[src/bscr_pkg.sv]
package bscr_pkg;
    // ****************************************************************
    // register map
    // ****************************************************************
    localparam logic [7:0] BUS_NUM_OFFSET = 8'h18;
    localparam logic [7:0] IO_STATUS_OFFSET = 8'h1c;
    localparam logic [7:0] INT_STATUS_OFFSET = 8'h40;
    localparam logic [7:0] INT_MASK_OFFSET = 8'h44;
    localparam logic [7:0] CONTROL_OFFSET = 8'h48;
    // ****************************************************************
    // field positions
    // ****************************************************************
    localparam int SEC_BUS_LSB = 8;
    localparam int HIGH_BUS_LSB = 16;
    localparam int LAT_TIMER_LSB = 24;
    localparam int IO_BASE_LSB = 4;
    localparam int IO_LIMIT_LSB = 12;
    localparam int IO_BASE_CAP_LSB = 0;
    localparam int IO_LIMIT_CAP_LSB = 8;
    localparam int CAP_66MHZ_BIT = 21;
    localparam int FAST_B2B_BIT = 23;
    localparam int MDPE_BIT = 24;
    localparam int CTRL_REVERSE_BIT = 0;
    localparam int CTRL_PARALLEL_BIT = 1;
    localparam int CTRL_PERR_EN_BIT = 2;
    // ****************************************************************
    // reset and fixed values
    // ****************************************************************
    localparam logic [7:0] BYTE_RESET = 8'h00;
    localparam logic [3:0] WINDOW_RESET = 4'h0;
    localparam logic [1:0] IO_32BIT_CODE = 2'h1;
    localparam logic [2:0] CONTROL_RESET = 3'h2;
    localparam logic [1:0] RESP_OKAY = 2'h0;
    localparam logic [1:0] RESP_SLVERR = 2'h2;
    localparam int NUM_EVENTS = 5;
endpackage : bscr_pkg

[src/bscr_regs.sv]
module bscr_regs (
    input wire logic CLK,
    input wire logic RESET,
    input wire logic CLK_EN,
    input wire logic [7:0] S_AXI_AWADDR,
    input wire logic S_AXI_AWVALID,
    output logic S_AXI_AWREADY,
    input wire logic [31:0] S_AXI_WDATA,
    input wire logic [3:0] S_AXI_WSTRB,
    input wire logic S_AXI_WVALID,
    output logic S_AXI_WREADY,
    output logic [1:0] S_AXI_BRESP,
    output logic S_AXI_BVALID,
    input wire logic S_AXI_BREADY,
    input wire logic [7:0] S_AXI_ARADDR,
    input wire logic S_AXI_ARVALID,
    output logic S_AXI_ARREADY,
    output logic [31:0] S_AXI_RDATA,
    output logic [1:0] S_AXI_RRESP,
    output logic S_AXI_RVALID,
    input wire logic S_AXI_RREADY,
    input wire logic READ_DATA_PARITY_ERROR,
    input wire logic WRITE_PHASE_ACTIVE,
    input wire logic DOWNSTREAM_PARITY_ERROR_N,
    input wire logic SPLIT_MSG_PARITY_ERROR,
    input wire logic POISONED_COMPLETION,
    input wire logic POISONED_WRITE_FORWARDED,
    output logic [7:0] SECONDARY_BUS_NUMBER,
    output logic [7:0] HIGHEST_DOWNSTREAM_BUS,
    output logic [7:0] SECONDARY_LATENCY_TIMER,
    output logic [3:0] IO_WINDOW_BASE,
    output logic [3:0] IO_WINDOW_LIMIT,
    output logic MASTER_PARITY_ERROR,
    output logic IRQ
);
    // ****************************************************************
    // state
    // ****************************************************************
    typedef struct packed {
        logic aw_got;
        logic [7:0] aw_addr;
        logic w_got;
        logic [31:0] w_data;
        logic [3:0] w_strb;
        logic bvalid;
        logic [1:0] bresp;
        logic rvalid;
        logic [31:0] rdata;
        logic [1:0] rresp;
        logic [7:0] sec_bus;
        logic [7:0] high_bus;
        logic [7:0] lat_timer;
        logic [3:0] io_base;
        logic [3:0] io_limit;
        logic mdpe;
        logic [2:0] control;
        logic [bscr_pkg::NUM_EVENTS-1:0] int_status;
        logic [bscr_pkg::NUM_EVENTS-1:0] int_mask;
        logic irq;
        logic aw_ready;
        logic w_ready;
        logic ar_ready;
    } bscr_state_t;

    bscr_state_t r;
    bscr_state_t next_r;

    logic reverse;
    logic parallel;
    logic perr_en;
    logic [bscr_pkg::NUM_EVENTS-1:0] ev;
    logic any_set;
    logic do_write;
    logic do_read;
    logic [31:0] wd;
    logic [31:0] rd;
    logic rd_hit;
    logic wr_hit;

    assign reverse = r.control[bscr_pkg::CTRL_REVERSE_BIT];
    assign parallel = r.control[bscr_pkg::CTRL_PARALLEL_BIT];
    assign perr_en = r.control[bscr_pkg::CTRL_PERR_EN_BIT];

    // ****************************************************************
    // parity event sources
    // ****************************************************************
    assign ev[0] = !reverse && READ_DATA_PARITY_ERROR;
    assign ev[1] = !reverse && WRITE_PHASE_ACTIVE
        && !DOWNSTREAM_PARITY_ERROR_N;
    assign ev[2] = !reverse && SPLIT_MSG_PARITY_ERROR;
    assign ev[3] = reverse && POISONED_COMPLETION;
    assign ev[4] = reverse && POISONED_WRITE_FORWARDED;
    assign any_set = perr_en && (|ev);

    // ****************************************************************
    // register read mux
    // ****************************************************************
    always_comb begin
        rd = 32'h0;
        rd_hit = 1'b1;
        case (S_AXI_ARADDR)
            bscr_pkg::BUS_NUM_OFFSET: begin
                rd[bscr_pkg::SEC_BUS_LSB +: 8] = r.sec_bus;
                rd[bscr_pkg::HIGH_BUS_LSB +: 8] = r.high_bus;
                rd[bscr_pkg::LAT_TIMER_LSB +: 8] = r.lat_timer;
            end
            bscr_pkg::IO_STATUS_OFFSET: begin
                rd[bscr_pkg::IO_BASE_CAP_LSB +: 2] =
                    bscr_pkg::IO_32BIT_CODE;
                rd[bscr_pkg::IO_LIMIT_CAP_LSB +: 2] =
                    bscr_pkg::IO_32BIT_CODE;
                rd[bscr_pkg::IO_BASE_LSB +: 4] = r.io_base;
                rd[bscr_pkg::IO_LIMIT_LSB +: 4] = r.io_limit;
                rd[bscr_pkg::CAP_66MHZ_BIT] = 1'b1;
                rd[bscr_pkg::FAST_B2B_BIT] = !reverse && parallel;
                rd[bscr_pkg::MDPE_BIT] = r.mdpe;
            end
            bscr_pkg::INT_STATUS_OFFSET: begin
                rd[bscr_pkg::NUM_EVENTS-1:0] = r.int_status;
            end
            bscr_pkg::INT_MASK_OFFSET: begin
                rd[bscr_pkg::NUM_EVENTS-1:0] = r.int_mask;
            end
            bscr_pkg::CONTROL_OFFSET: begin
                rd[2:0] = r.control;
            end
            default: begin
                rd_hit = 1'b0;
            end
        endcase
    end

    always_comb begin
        case (r.aw_addr)
            bscr_pkg::BUS_NUM_OFFSET,
            bscr_pkg::IO_STATUS_OFFSET,
            bscr_pkg::INT_MASK_OFFSET,
            bscr_pkg::CONTROL_OFFSET: wr_hit = 1'b1;
            // status clears by read only; writes are accepted and dropped
            bscr_pkg::INT_STATUS_OFFSET: wr_hit = 1'b1;
            default: wr_hit = 1'b0;
        endcase
    end

    // ****************************************************************
    // next state
    // ****************************************************************
    always_comb begin
        next_r = r;
        wd = r.w_data;
        do_write = r.aw_got && r.w_got && !r.bvalid;
        do_read = S_AXI_ARVALID && !r.rvalid;

        if (S_AXI_AWVALID && !r.aw_got) begin
            next_r.aw_got = 1'b1;
            next_r.aw_addr = S_AXI_AWADDR;
        end
        if (S_AXI_WVALID && !r.w_got) begin
            next_r.w_got = 1'b1;
            next_r.w_data = S_AXI_WDATA;
            next_r.w_strb = S_AXI_WSTRB;
        end
        // address and data stay held until the response is taken
        if (r.bvalid && S_AXI_BREADY) begin
            next_r.bvalid = 1'b0;
            next_r.aw_got = 1'b0;
            next_r.w_got = 1'b0;
        end
        if (r.rvalid && S_AXI_RREADY) begin
            next_r.rvalid = 1'b0;
        end

        if (do_write) begin
            next_r.bvalid = 1'b1;
            next_r.bresp = wr_hit ? bscr_pkg::RESP_OKAY
                : bscr_pkg::RESP_SLVERR;
            case (r.aw_addr)
                bscr_pkg::BUS_NUM_OFFSET: begin
                    if (r.w_strb[1]) begin
                        next_r.sec_bus = wd[15:8];
                    end
                    if (r.w_strb[2]) begin
                        next_r.high_bus = wd[23:16];
                    end
                    if (r.w_strb[3] && !reverse && parallel) begin
                        next_r.lat_timer = wd[31:24];
                    end
                end
                bscr_pkg::IO_STATUS_OFFSET: begin
                    if (r.w_strb[0]) begin
                        next_r.io_base = wd[7:4];
                    end
                    if (r.w_strb[1]) begin
                        next_r.io_limit = wd[15:12];
                    end
                    if (r.w_strb[3] && wd[bscr_pkg::MDPE_BIT]) begin
                        next_r.mdpe = 1'b0;
                    end
                end
                bscr_pkg::INT_MASK_OFFSET: begin
                    if (r.w_strb[0]) begin
                        next_r.int_mask = wd[bscr_pkg::NUM_EVENTS-1:0];
                    end
                end
                bscr_pkg::CONTROL_OFFSET: begin
                    if (r.w_strb[0]) begin
                        next_r.control = wd[2:0];
                    end
                end
                default: begin
                end
            endcase
        end

        if (do_read) begin
            next_r.rvalid = 1'b1;
            next_r.rdata = rd;
            next_r.rresp = rd_hit ? bscr_pkg::RESP_OKAY
                : bscr_pkg::RESP_SLVERR;
            if (S_AXI_ARADDR == bscr_pkg::INT_STATUS_OFFSET) begin
                next_r.int_status = '0;
            end
        end

        // reverse mode forces the timer to zero whatever was written
        // forced in the same cycle the mode write lands
        if (next_r.control[bscr_pkg::CTRL_REVERSE_BIT]) begin
            next_r.lat_timer = bscr_pkg::BYTE_RESET;
        end
        if (any_set) begin
            next_r.mdpe = 1'b1;
        end
        // set after clear so an event in the read cycle survives
        next_r.int_status = next_r.int_status | (perr_en ? ev : '0);
        next_r.irq = |(next_r.int_status & next_r.int_mask);
        // readies kept as flops so the bus outputs carry no logic
        next_r.aw_ready = !next_r.aw_got;
        next_r.w_ready = !next_r.w_got;
        next_r.ar_ready = !next_r.rvalid;
    end

    // ****************************************************************
    // registers
    // ****************************************************************
    always_ff @(posedge CLK) begin
        if (RESET) begin
            r <= '0;
            r.sec_bus <= bscr_pkg::BYTE_RESET;
            r.high_bus <= bscr_pkg::BYTE_RESET;
            r.lat_timer <= bscr_pkg::BYTE_RESET;
            r.io_base <= bscr_pkg::WINDOW_RESET;
            r.io_limit <= bscr_pkg::WINDOW_RESET;
            r.mdpe <= 1'b0;
            r.control <= bscr_pkg::CONTROL_RESET;
            r.aw_ready <= 1'b1;
            r.w_ready <= 1'b1;
            r.ar_ready <= 1'b1;
        end else if (CLK_EN) begin
            r <= next_r;
        end
    end

    assign S_AXI_AWREADY = r.aw_ready;
    assign S_AXI_WREADY = r.w_ready;
    assign S_AXI_BVALID = r.bvalid;
    assign S_AXI_BRESP = r.bresp;
    assign S_AXI_ARREADY = r.ar_ready;
    assign S_AXI_RVALID = r.rvalid;
    assign S_AXI_RDATA = r.rdata;
    assign S_AXI_RRESP = r.rresp;
    assign SECONDARY_BUS_NUMBER = r.sec_bus;
    assign HIGHEST_DOWNSTREAM_BUS = r.high_bus;
    assign SECONDARY_LATENCY_TIMER = r.lat_timer;
    assign IO_WINDOW_BASE = r.io_base;
    assign IO_WINDOW_LIMIT = r.io_limit;
    assign MASTER_PARITY_ERROR = r.mdpe;
    assign IRQ = r.irq;
endmodule : bscr_regs

[config.mk]
export PLATFORM = sky130hd
export DESIGN_NAME = bscr_regs
export DESIGN_NICKNAME = d
export VERILOG_FILES = /design/src/bscr_pkg.sv /design/src/bscr_regs.sv
export SDC_FILE = /design/constraint.sdc
export NUM_CORES = 1
export LEC_CHECK = 0
export BUFFER_PORTS_ARGS = -buffer_cell sky130_fd_sc_hd__buf_2
export CORE_MARGIN = 3
export CORE_UTILIZATION = 45
export CTS_CLUSTER_SIZE = 14
export DETAILED_ROUTE_END_ITERATION = 6
export PLACE_DENSITY_LB_ADDON = 0.2
export SLEW_MARGIN = 15
export SYNTH_ARGS = -nofsm -noshare
export SYNTH_HDL_FRONTEND = slang
export SYNTH_SLANG_ARGS = --single-unit
[constraint.sdc]
create_clock -name CLK -period 2.68 [get_ports CLK]
set_input_delay 0.134 -clock CLK [delete_from_list [all_inputs] [get_ports CLK]]
set_output_delay 0.134 -clock CLK [all_outputs]
set_load 0.02 [all_outputs]
== Word level (Yosys, flattened, before mapping) ==
Index checks and enable logic that the tools add are counted.
Storage, ports and cells
  register bits: 134
  logic and storage cells: 128
  output and inout bits: 75
  bits of input ports: 66
Cells by class
  mux-type cells: 42
  bitwise operators: 2
  eq/ne operators: 10
  reductions and logical operators: 50
Operators with widths (number)
  $eq A8 B7 Y1 const B: 6
  $mux W37: 1
  $mux W35: 1
  $mux W5: 7
  $eq A8 B5 Y1 const B: 4
  $reduce_and A4 Y1: 7
  $mux W8: 3
  $mux W20: 1
  $reduce_or A5 Y1: 4
  $logic_and A1 B1 Y1: 18
  $mux W9: 2
  $reduce_bool A2 Y1: 7
  $mux W3: 4
  $reduce_and A2 Y1: 5
  $logic_not A1 Y1: 9
  $mux W1: 9
  $mux W4: 2
  $pmux W2 S2: 2
  $pmux W2 S4: 1
  $pmux W4 S2: 1
  $mux W7: 1
  $mux W2: 3
  $pmux W1 S3: 2
  $and A5 B5 Y5: 1
  2 further kinds: 3

== Depth between registers and ports, before layout ==
  depth in word-level cells: 8
  gate-level depth with buffers: 7
  mapped depth without buffers: 5

== Least setup slack after synthesis ==
No wires, ideal clock.
  path kind: register to register
  from: register r, in the netlist S_AXI_RVALID
  to: register r, in the netlist IRQ
  data required time: 2560 ps
  cell stages (with the launch flop): 6
  setup time: 120 ps
  clock period less this slack: 1678 ps
  data arrival time: 1558 ps
  path slack: 1002 ps
  buffers on the path: 0
  path through: dfxtp_1 > nor3b_1 > nand4b_4 > a221oi_1 > a21oi_1 > o31a_1
Between the ends
  longest elaborated chain between the ends: 6
RTL lines
  start, declared: line bscr_regs.sv:65  | bscr_state_t r;
  start signal, assigned: line bscr_regs.sv:259  | r <= next_r;
  $logic_not A1 Y1: line bscr_regs.sv:152  | do_read = S_AXI_ARVALID && !r.rvalid;
  $logic_and A1 B1 Y1: line bscr_regs.sv:152
  $mux W5: line bscr_regs.sv:215  | if (do_read) begin
  $or A5 B5 Y5: line bscr_regs.sv:234  | next_r.int_status = next_r.int_status | (perr_en ? ev : '0);
  $and A5 B5 Y5: line bscr_regs.sv:235  | next_r.irq = |(next_r.int_status & next_r.int_mask);
  $reduce_or A5 Y1: line bscr_regs.sv:235
No other way between the ends.
A chain may end at the register's enable or synchronous reset.

== Worst setup path in the final report ==
  from: register r[125] (netlist bit)
  to: register r, in the netlist SECONDARY_BUS_NUMBER[3]
Between the ends
  longest elaborated chain between the ends: 2
RTL lines
  $eq A8 B5 Y1: line bscr_regs.sv:177  | case (r.aw_addr)
  $reduce_and A4 Y1 (no line)
No other way between the ends.

==> results.toml <==
[final_layout]
nNetsFinal = 850
post_route_cells_drive_above_1_share = 0.241
areaGrowthSynthToFinish_pct = 21.5
antenna_cells = 0
final_core_util = 0.574
final_area_um2 = 7070
nFillCells = 1184

[worst_setup_path]
r2r_cells = 5
worstPathRequired_ns = 2.97
cpMaxStageDelayCell = "nand3_1"
rr_startpoint = "r[125]$_SDFFE_PP0P_"
r2r_slack_ns = 0.69
critPathCaptureType = "register"
worstSetupPathType = "register to register"
start_kind = "register"
timing.rr.end = "SECONDARY_BUS_NUMBER[3]$_SDFFE_PP0P_"
path_cells = "nor3_1 > and2_1 > nand3_1 > mux2i_1 > nor2_1"
crit_arrival_ns = 2.27
crit_path_max_fanout = 8
cpPeakStageDelay_ns = 0.47

[timing]
min_period_over_period = 0.741
setup_viol = 0
tns_ns = 0
slew_viol_final = 0
finalHoldViolations = 0
worst_slack_ns = 0.693
worst_pin_slew_ns = 0.746
fmax_ghz = 0.503
finalClockSkew_ns = 0.00576
fin_crit_ns = 1.99
relSlewSlack = 0.503
rsz0062_at_grt = "no"

[clock_tree]
numCtsBuffers = 17
cts_sinks = 132
clk_pin_slew_worst_paths_ns = 0.06
root_buffer = "clkbuf_16"
cts_buffer_depth = 2
cts_tree = "yes"
cts.repair.resized = 0
cts_max_level = 4
clk_latency_ns = 0.41

[routing]
vias_per_cell = 5.22
drtIter0Drc = 361
wl_per_cell_um = 15.5
vias = 5029
routed_wl_um = 15000
drtPass1Iterations = 4
ant_nets = 0
drc_errors = 0

[synthesis]
synthFlopType = "dfxtp_1"
ys_ff_latch = 132
synth.top_cell.area_share = 0.454
netlist_area_um2 = 5820
yosysSeqAreaShare = 0.454
synth_most_common_cell = "dfxtp_1"
syn_avg_cell_area_um2 = 8.48
synthTopCellsByCount = "dfxtp_1 (132), nand2_1 (129), a21oi_1 (81)"
synthDistinctLibCells = 54
synthArstFlopShare = 0
netlist_instances = 686
yosysWarnings = 0
synthTopCellsByArea = "dfxtp_1 (45%), buf_4 (8.8%), nand2_1 (8.3%)"
yosys.area.top_type = "dfxtp_1"
synth_edf_count = 0

[power_and_ir_drop]
cellPowerDensity_nw_per_um2 = 627
leakage_nw = 3.08
peakVddDrop_uv = 424

[placed_design]
dpl_cell_area_um2 = 6140
gp_congestion = 0.834
port_buffers = 138
post-place-ws_ns = 0.725
dpl.hpwl_um = 10100

[global_routing]
grt_pass1_vias = 4843
grt_max_degree = 79
grt.total_usage = 0.210
grt_pass1_wl_um = 24200
antenna_found_initial = 0
grt-ovfl-total = 0

[die]
die_w_um = 120
io_pins = 141
start_util = 0.473
rows = 40
design.die.area_um2 = 14300
coreArea_um2 = 12300
die_h_um = 120

[hold_path]
hold_path_class = "input pin to register"
hold_end = "r[133]$_SDFFE_PP0P_"
worstHoldPathCells = 3
hp-start = "S_AXI_AWVALID"

[flow_run]
cap_violations = 0

[outcome]
status = "finished clean"
-- worst max-delay path: cells and delay by family (launching register included) --
family           cells  cell delay, ns
AND/OR/NAND/NOR      4            1.20
flip-flops           1            0.34
multiplexers         1            0.32
-- through the flow --
| stage | std cells | total power, mW | hold WS [ns] |
|---|---|---|---|
| final | 964 | 4.44 | 0.00832 |
| after global routing | 964 | 4.61 | 0.0216 |
| after CTS | 964 | 4.47 | 0.00447 |
| after detailed placement | 891 | 2.41 | 0.376 |
| after global placement | 891 | 2.40 | 0.366 |
| after floorplan | 687 | 2.30 | 0.270 |
-- placed cells by master (no fill, tap or decap), types with 4 or more instances in the layout --
cell type	instances
buf_2	137
dfxtp_1	132
nand2_1	129
a21oi_1	81
nor2_1	54
dlygate4sd3_1	42
mux2i_1	39
nand3_1	34
clkbuf_16	17
o21ai_0	13
nor3_1	9
buf_4	9
a211oi_1	7
a221oi_1	7
clkinv_2	6
nor2b_1	5
nand3b_1	5
a32oi_1	4
nand2b_1	4
-- sequential cells by signal (all words and copies together), names as in the netlist, 4 cells and up --
| name | flops |
|---|---|
| S_AXI_RDATA | 32 |
| wd | 32 |
| r | 25 |
| HIGHEST_DOWNSTREAM_BUS | 8 |
| SECONDARY_BUS_NUMBER | 8 |
| SECONDARY_LATENCY_TIMER | 8 |
| IO_WINDOW_BASE | 4 |
| IO_WINDOW_LIMIT | 4 |
-- report_power, final --
group / total (mW) / switching (mW) / internal, mW
logic: 0.359 / 0.201 / 0.157
clock network: 2.02 / 0.829 / 1.19
registers: 2.06 / 0.0420 / 2.02
-- final cells by class --
| cell class | count | area, µm² | area share |
|---|---|---|---|
| flip-flops and latches | 132 | 2640 | 0.374 |
| multi-input cells | 442 | 2500 | 0.354 |
| repair buffers | 189 | 1190 | 0.169 |
| clock buffers | 21 | 450 | 0.0637 |
| well taps | 168 | 210 | 0.0297 |
| clock inverters | 10 | 61.3 | 0.00867 |
| inverters | 2 | 7.51 | 0.00106 |
-- kinds of logic after synthesis --
family / count (synthesis) / share of synthesized area
AND/OR/NAND/NOR: 267 / 0.217
AO/OA/AOI/OAI: 132 / 0.138
flip-flops: 132 / 0.454
buffers and inverters: 113 / 0.119
multiplexers: 41 / 0.0710
other: 1 / 0.000645
-- what timing repair did --
item / CTS / global route
hold buffers: 42 / 0
buffers inserted: 0 / 0
endpoints found under the hold margin: 42 / 0
-- layer usage --
metal  GRT usage  wire length [µm]
met5           0                 0
met1       0.274              6880
met4      0.0673               235
met3      0.0551               774
met2       0.342              7090
-- how the worst max path moves through the flow --
| stage | to | from | cells after the start |
|---|---|---|---|
| after CTS | HIGHEST_DOWNSTREAM_BUS[0]$_SDFFE_PP0P_ | r[125]$_SDFFE_PP0P_ | 5 |
| after global routing | HIGHEST_DOWNSTREAM_BUS[6]$_SDFFE_PP0P_ | r[125]$_SDFFE_PP0P_ | 5 |
| after global placement | HIGHEST_DOWNSTREAM_BUS[7]$_SDFFE_PP0P_ | r[125]$_SDFFE_PP0P_ | 5 |
| after floorplan | IRQ$_SDFFE_PP0P_ | S_AXI_RVALID$_SDFFE_PP0P_ | 5 |
| after detailed placement | HIGHEST_DOWNSTREAM_BUS[0]$_SDFFE_PP0P_ | r[125]$_SDFFE_PP0P_ | 5 |
| final | SECONDARY_BUS_NUMBER[3]$_SDFFE_PP0P_ | r[125]$_SDFFE_PP0P_ | 5 |
(Power assumes the default switching activity.)
